<file path="config.mk">
export PLATFORM = sky130hd
export DESIGN_NAME = hbr_ctrl
export DESIGN_NICKNAME = d
export VERILOG_FILES = /design/src/rtl/hbr_pkg.sv /design/src/rtl/hbr_ctrl.sv /design/src/rtl/hbr_sync.sv
export SDC_FILE = /design/constraint.sdc
export NUM_CORES = 1
export LEC_CHECK = 0
export ABC_AREA = 1
export ABC_CLOCK_PERIOD_IN_PS = 3140
export BUFFER_PORTS_ARGS = -buffer_cell sky130_fd_sc_hd__buf_2
export CORE_MARGIN = 2
export CORE_UTILIZATION = 62
export CTS_BUF_LIST = sky130_fd_sc_hd__clkbuf_2
export DETAILED_ROUTE_END_ITERATION = 7
export PLACE_DENSITY_LB_ADDON = 0.12
export SLEW_MARGIN = 0
export SYNTH_ARGS = -nofsm -noshare
export SYNTH_HDL_FRONTEND = slang
export SYNTH_SLANG_ARGS = --single-unit
</file>
<file path="constraint.sdc">
create_clock -name clk_i -period 3.14 [get_ports clk_i]
set_clock_uncertainty 0.05 [all_clocks]
set_input_delay 0.157 -clock clk_i [delete_from_list [all_inputs] [get_ports clk_i]]
set_output_delay 0.157 -clock clk_i [all_outputs]
set_load 0.02 [all_outputs]
</file>
<file path="src/rtl/hbr_pkg.sv">
// package: constants and carriers for the bus repeater enable controller
package hbr_pkg;

  // clock and timing figures
  localparam int CLK_PERIOD_NS = 40;
  localparam int SU_TIME_NS = 100;
  localparam int HD_TIME_NS = 100;
  // least times round up to whole cycles
  localparam int SU_CYC_INT = (SU_TIME_NS + CLK_PERIOD_NS - 1) / CLK_PERIOD_NS;
  localparam int HD_CYC_INT = (HD_TIME_NS + CLK_PERIOD_NS - 1) / CLK_PERIOD_NS;
  localparam int CNT_W = 2;
  localparam logic [CNT_W-1:0] SU_CYC = CNT_W'(SU_CYC_INT);
  localparam logic [CNT_W-1:0] HD_CYC = CNT_W'(HD_CYC_INT);

  // values after reset
  localparam logic [CNT_W-1:0] CNT_RST = 2'h0;
  localparam logic [CNT_W-1:0] SINCE_STOP_RST = HD_CYC;
  localparam logic EN_RST = 1'h0;
  localparam logic BUSY_RST = 1'h0;
  localparam logic [1:0] SYNC_RST = 2'h3;

  // controller states
  typedef enum logic [1:0] {
    ST_OFF,
    ST_SETUP,
    ST_ON
  } hbr_state_type;

  // a-side bus lines as seen by this controller
  typedef struct packed {
    logic data;
    logic clock;
  } hbr_lines_type;

  // status shown to the local user
  typedef struct packed {
    logic en;
    logic ready;
    logic busy;
  } hbr_status_type;

endpackage

</file>
<file path="src/rtl/hbr_ctrl.sv">
// enable controller that drives the repeater enable pin from the a side
// Operation
// - enable high 100 ns before start
// - enable held 100 ns after stop
// - change enable only while bus idle
// - never join two repeater b sides
`timescale 1ns/10ps
`default_nettype none
module hbr_ctrl
  import hbr_pkg::*;
(
  // clock, reset, clock enable
  input wire logic clk_i,
  input wire logic srst_i,
  input wire logic ce_i,
  // local user request
  input wire logic en_req_i,
  // a-side bus pins, observed only; no b side is joined here
  input wire logic a_side_data_line_i,
  input wire logic a_side_clock_line_i,
  // repeater enable pin and status
  output logic repeater_en_o,
  output hbr_status_type status_o
);

  hbr_lines_type lines;
  hbr_lines_type lines_prev;
  hbr_state_type state;
  logic [CNT_W-1:0] cnt;
  logic [CNT_W-1:0] since_stop;
  logic busy;
  logic start_det;
  logic stop_det;
  logic hold_ok;
  logic [CNT_W-1:0] en_age;
  logic [CNT_W-1:0] stop_age;

  // bus lines come from another domain, so they pass two flops first
  hbr_sync #(
    .W(2),
    .RST_VAL(SYNC_RST)
  ) u_sync (
    .clk_i(clk_i),
    .srst_i(srst_i),
    .ce_i(ce_i),
    .d_i({a_side_data_line_i, a_side_clock_line_i}),
    .q_o({lines.data, lines.clock})
  );

  always_ff @(posedge clk_i) begin
    if (srst_i) begin
      lines_prev <= hbr_lines_type'(SYNC_RST);
    end else if (ce_i) begin
      lines_prev <= lines;
    end
  end

  // start: data falls with clock high; stop: data rises with clock high
  assign start_det = lines_prev.data && !lines.data && lines.clock && lines_prev.clock;
  assign stop_det = !lines_prev.data && lines.data && lines.clock && lines_prev.clock;

  // bus busy from start to stop
  always_ff @(posedge clk_i) begin
    if (srst_i) begin
      busy <= BUSY_RST;
    end else if (ce_i) begin
      if (start_det) begin
        busy <= 1'b1;
      end else if (stop_det) begin
        busy <= 1'b0;
      end
    end
  end

  // cycles since the last stop, held at zero while busy, saturating at the hold figure
  always_ff @(posedge clk_i) begin
    if (srst_i) begin
      since_stop <= SINCE_STOP_RST;
    end else if (ce_i) begin
      if (stop_det || busy) begin
        since_stop <= CNT_RST;
      end else if (since_stop < HD_CYC) begin
        since_stop <= since_stop + 2'h1;
      end
    end
  end

  // a stop seen while idle must not drop the enable at once
  assign hold_ok = !busy && !start_det && !stop_det && (since_stop >= HD_CYC);

  // checker-side ages count ce cycles only, so a frozen clock
  // makes the timing checks stricter, never looser
  // cycles the enable has stood high
  always_ff @(posedge clk_i) begin
    if (srst_i) begin
      en_age <= CNT_RST;
    end else if (ce_i) begin
      if (!repeater_en_o) begin
        en_age <= CNT_RST;
      end else if (en_age < SU_CYC) begin
        en_age <= en_age + 2'h1;
      end
    end
  end

  // cycles since any stop, busy or not
  always_ff @(posedge clk_i) begin
    if (srst_i) begin
      stop_age <= SINCE_STOP_RST;
    end else if (ce_i) begin
      if (stop_det) begin
        stop_age <= CNT_RST;
      end else if (stop_age < HD_CYC) begin
        stop_age <= stop_age + 2'h1;
      end
    end
  end

  // enable state machine; a request while the bus is busy waits, it is not lost
  always_ff @(posedge clk_i) begin
    if (srst_i) begin
      state <= ST_OFF;
      repeater_en_o <= EN_RST;
      cnt <= CNT_RST;
    end else if (ce_i) begin
      case (state)
        ST_OFF: begin
          if (en_req_i && !busy && !start_det) begin
            state <= ST_SETUP;
            repeater_en_o <= 1'b1;
            cnt <= CNT_RST;
          end
        end
        ST_SETUP: begin
          if (!en_req_i && hold_ok) begin
            state <= ST_OFF;
            repeater_en_o <= 1'b0;
          end else if (cnt == SU_CYC - 2'h1) begin
            state <= ST_ON;
          end else begin
            cnt <= cnt + 2'h1;
          end
        end
        ST_ON: begin
          if (!en_req_i && hold_ok) begin
            state <= ST_OFF;
            repeater_en_o <= 1'b0;
          end
        end
        default: begin
          state <= ST_OFF;
          repeater_en_o <= EN_RST;
        end
      endcase
    end
  end

  // local masters may issue a start only once ready is seen
  assign status_o.en = repeater_en_o;
  assign status_o.ready = (state == ST_ON);
  assign status_o.busy = busy;
endmodule // hbr_ctrl
`default_nettype wire

</file>
<file path="src/rtl/hbr_sync.sv">
// two-flop synchroniser for pin inputs
`timescale 1ns/10ps
`default_nettype none
module hbr_sync #(
  parameter int W = 2,
  parameter logic [W-1:0] RST_VAL = '1
) (
  // clock and control
  input wire logic clk_i,
  input wire logic srst_i,
  input wire logic ce_i,
  // data
  input wire logic [W-1:0] d_i,
  output logic [W-1:0] q_o
);

  // first stage is read only by the second
  logic [W-1:0] meta;

  always_ff @(posedge clk_i) begin
    if (srst_i) begin
      meta <= RST_VAL;
      q_o <= RST_VAL;
    end else if (ce_i) begin
      meta <= d_i;
      q_o <= meta;
    end
  end

endmodule // hbr_sync
`default_nettype wire

</file>
==> results summary <==
CTS built an H-tree with a depth of 1. Timing would allow up to 726.5 MHz. The largest fanout of any net on the critical path is 4.

The clock tree root buffer cell is sky130_fd_sc_hd__clkbuf_2. The maximum buffer depth of the clock tree came out at 2. With fillers left out, the area of the finished cells amounts to 862.1 um^2. The number of inserted diodes is 0.

The sink count of the clock tree is 14. The later-pin clock latency in the skew report is between 0.2 and 0.3 ns. During placement, the flow inserted port buffers numbering 9.

In this run the count of I/O pins placed on the die edge is 10. The mean area per synthesized cell came out at 6.936 um^2. In this run the vertical extent of the chip is about 40 um. The congestion estimate from routability-driven global placement came to 0.7944. The total power per unit cell area came out at ~530 mW/mm^2. The category of cells accounting for the largest share of critical-path delay is flip-flops. The aggregate negative setup slack is 0 ns. Of the cells placed in the final design, the portion with a size suffix greater than 1 is 21.60%.

The number of max-slew violations in the final report came out at 0. In this run, distinct cell masters in the synthesized netlist total 21. Synthesis inferred 14 register bits. Among the stages of the critical path, the cell type that occurs most often is sky130_fd_sc_hd__nand2_1.

The placed wire-length estimate came out at 1181 um. The placeable core area came out at 0.001156 mm^2. The min-delay analysis places its worst path in the category primary input to flop. The global-route wire length before repair is approximately 2800 um. The count of hold buffers inserted by post-cts repair came out at 0. Across the run, the number of max-cap violations was 0. The remaining global-route overflow came out at 0. After detailed routing, the number of vias per cell comes to 5.245. The summed instance area of the synthesized netlist is 804.5 um^2. The post-route antenna net violation count came out at 0. Once the floorplan was initialized, standard cells occupied 69.59% of the core.

The detailed-route DRC error count is 0. Summing the sequential cell areas from Yosys gives between 30% and 40% of the chip area. The worst max-slew margin expressed relative to the limit is 80.55%. The mean routed wirelength per cell came out at 11.01 um. STA classifies the critical path endpoint as a flop.

The final-report hold violation count is 0. The floorplan has 12 rows. The worst setup path is launched from a flop.

Buffers added to address setup during post-CTS repair amount to 0. The pin count of the biggest net entering global routing came out at 13. For the worst setup path, the data required time is 3.27 ns.

The die is between 40 and 50 um wide. The slowest stage of the critical path is the sky130_fd_sc_hd__dfxtp_1 cell. Setup repair after global routing left no endpoint under its margin.

The tightest hold margin is 0.02942 ns. The number of gates resized after cts is 0. The net total in the final layout is 138.

The number of global-route vias before repair came out at approximately 660. The critical path is of the flop to flop type. The placed cell area came out at approximately 850 um^2. The slew at the pin with the worst max-slew slack came out at 0.2879 ns.

The worst stage delay on the critical path came out at 0.39 ns. TritonCTS built the clock tree. The synthesized instance count is 116. The leakage power figure is ~0.43 nW. Of the available clock period, the critical path in the final layout requires 43.84%. The shortest period the worst path allows came out at about 1.4 ns. The signal on the critical path passes through inv_1, ha_1, nand2_1, nand2_2, a21oi_1, nand2_1, nand2_1, nor2_1. The data arrival time of the worst path came out at 1.51 ns.

The layout has 93 filler cells. The flow ran to the end, and the final reports show no timing, DRC or antenna violations. The final setup violation count came out at 0. In the final layout, flip-flops and latches occupy 280.3 um^2. The multi-input combinational cells in the finished layout cover a total of around 450 um^2. The net count after synthesis came out at 127. The yosys synthesis warning count is 0. The area added between synthesis and finish is 7.154%.

The floorplan die area is 0.001602 mm^2. The global-route total usage across every layer is about a quarter. The routed wire length is 1530 um. Overall power consumption after layout is estimated at roughly 0.46 mW. After clock tree synthesis, the clock-pin slew on the worst setup and hold paths is 0.13 ns. The number of design-rule violations left by the first detailed-router iteration is 12. The buffer and inverter count on the worst path came out at 1. Cells fill 74.57% of the core in the end. The maximum resistive drop on vdd came out at 0.3257 mV. The initial antenna violation count is 0. The first detailed-routing pass ran for 4 iterations. The number of buffers added by the clock tree synthesis step is 3. The via total after detailed routing came out at 729.
worst paths after layout:
kind / slack (ns) / start / depth (start not counted) / end
worst max-delay path: 1.76 / state[0] / 8 / repeater_en_o
worst max register to register: 1.76 / state[0] / 8 / repeater_en_o
worst min register to register: 0.43 / u_sync.meta[1] / 2 / u_sync.meta[1]
worst min-delay path: 0.03 / a_side_data_line_i / 3 / u_sync.meta[1]
worst min-delay path, stage by stage:
cell and delay, ns:
sky130_fd_sc_hd__buf_2 0.07, sky130_fd_sc_hd__nand2_1 0.04, sky130_fd_sc_hd__nand3_1 0.06
power breakdown:
part           total [mW]  switching (mW)  internal [mW]
clock network      0.0826          0.0565         0.0261
logic               0.159          0.0993         0.0599
registers           0.215          0.0158          0.199
state kept, by name, summed over array words and instances (netlist names):
| register | count |
|---|---|
| cnt | 2 |
| lines_prev | 2 |
| u_sync.meta | 2 |
| busy | 1 |
| u_sync.q_o | 2 |
| since_stop | 2 |
| state | 2 |
| repeater_en_o | 1 |
cells in the mapped netlist (all sizes together):
master	count	area [um^2]
a21oi	7	35.03
buf	3	20.01
clkinv	1	3.750
dfxtp	14	280.3
ha	5	62.56
inv	13	48.80
nand2	31	123.9
nand3	9	60.06
nand3b	1	7.510
nand4	1	6.260
nor2	23	111.4
o21ai	6	30.03
o41ai	1	8.760
or2	1	6.260
area by class of cell:
cell class | instances | area share (%)
well taps | 14 | 2.032
repair buffers | 9 | 5.225
inverters | 14 | 6.096
multi-input cells | 85 | 52.39
flip-flops and latches | 14 | 32.51
clock buffers | 3 | 1.742
stage by stage:
step / instances / worst slack, ns
after floorplan: 116 / 1.926
after global placement: 136 / 1.830
after detailed placement: 136 / 1.781
after CTS: 139 / 1.750
after global routing: 139 / 1.635
final: 139 / 1.764
metal layers:
layer  GRT usage [%]  routed length [um]
met2           43.95                 709
met1           28.91                 725
met4           12.93                  21
met5               0                   0
met3           11.67                  74
logic make-up after synthesis:
logic type	after synthesis	synth area share, %
buffers and inverters	17	9.019
and+or+nand+nor	66	39.19
AOI/OAI and AO/OA	14	9.176
DFF	14	34.84
adders and majority gates	5	7.776
cell usage in the layout (no fill, tap or decap):
master                     Yosys  final
sky130_fd_sc_hd__a21oi_1       7      7
sky130_fd_sc_hd__buf_2         1      9
sky130_fd_sc_hd__clkbuf_2      0      3
sky130_fd_sc_hd__clkinv_1      1      1
sky130_fd_sc_hd__dfxtp_1      14     14
sky130_fd_sc_hd__ha_1          5      5
sky130_fd_sc_hd__inv_1        11     11
sky130_fd_sc_hd__inv_2         2      2
sky130_fd_sc_hd__nand2_1      28     28
sky130_fd_sc_hd__nand2_2       3      3
sky130_fd_sc_hd__nand3_1       6      6
sky130_fd_sc_hd__nand3_2       3      3
sky130_fd_sc_hd__nand3b_1      1      1
sky130_fd_sc_hd__nand4_1       1      1
sky130_fd_sc_hd__nor2_1       17     17
sky130_fd_sc_hd__nor2_2        4      4
sky130_fd_sc_hd__nor2_4        2      2
sky130_fd_sc_hd__o21ai_0       4      4
sky130_fd_sc_hd__o21ai_1       2      2
sky130_fd_sc_hd__o41ai_1       1      1
sky130_fd_sc_hd__or2_2         1      1
No activity file was read; power rests on OpenSTA's default activity.
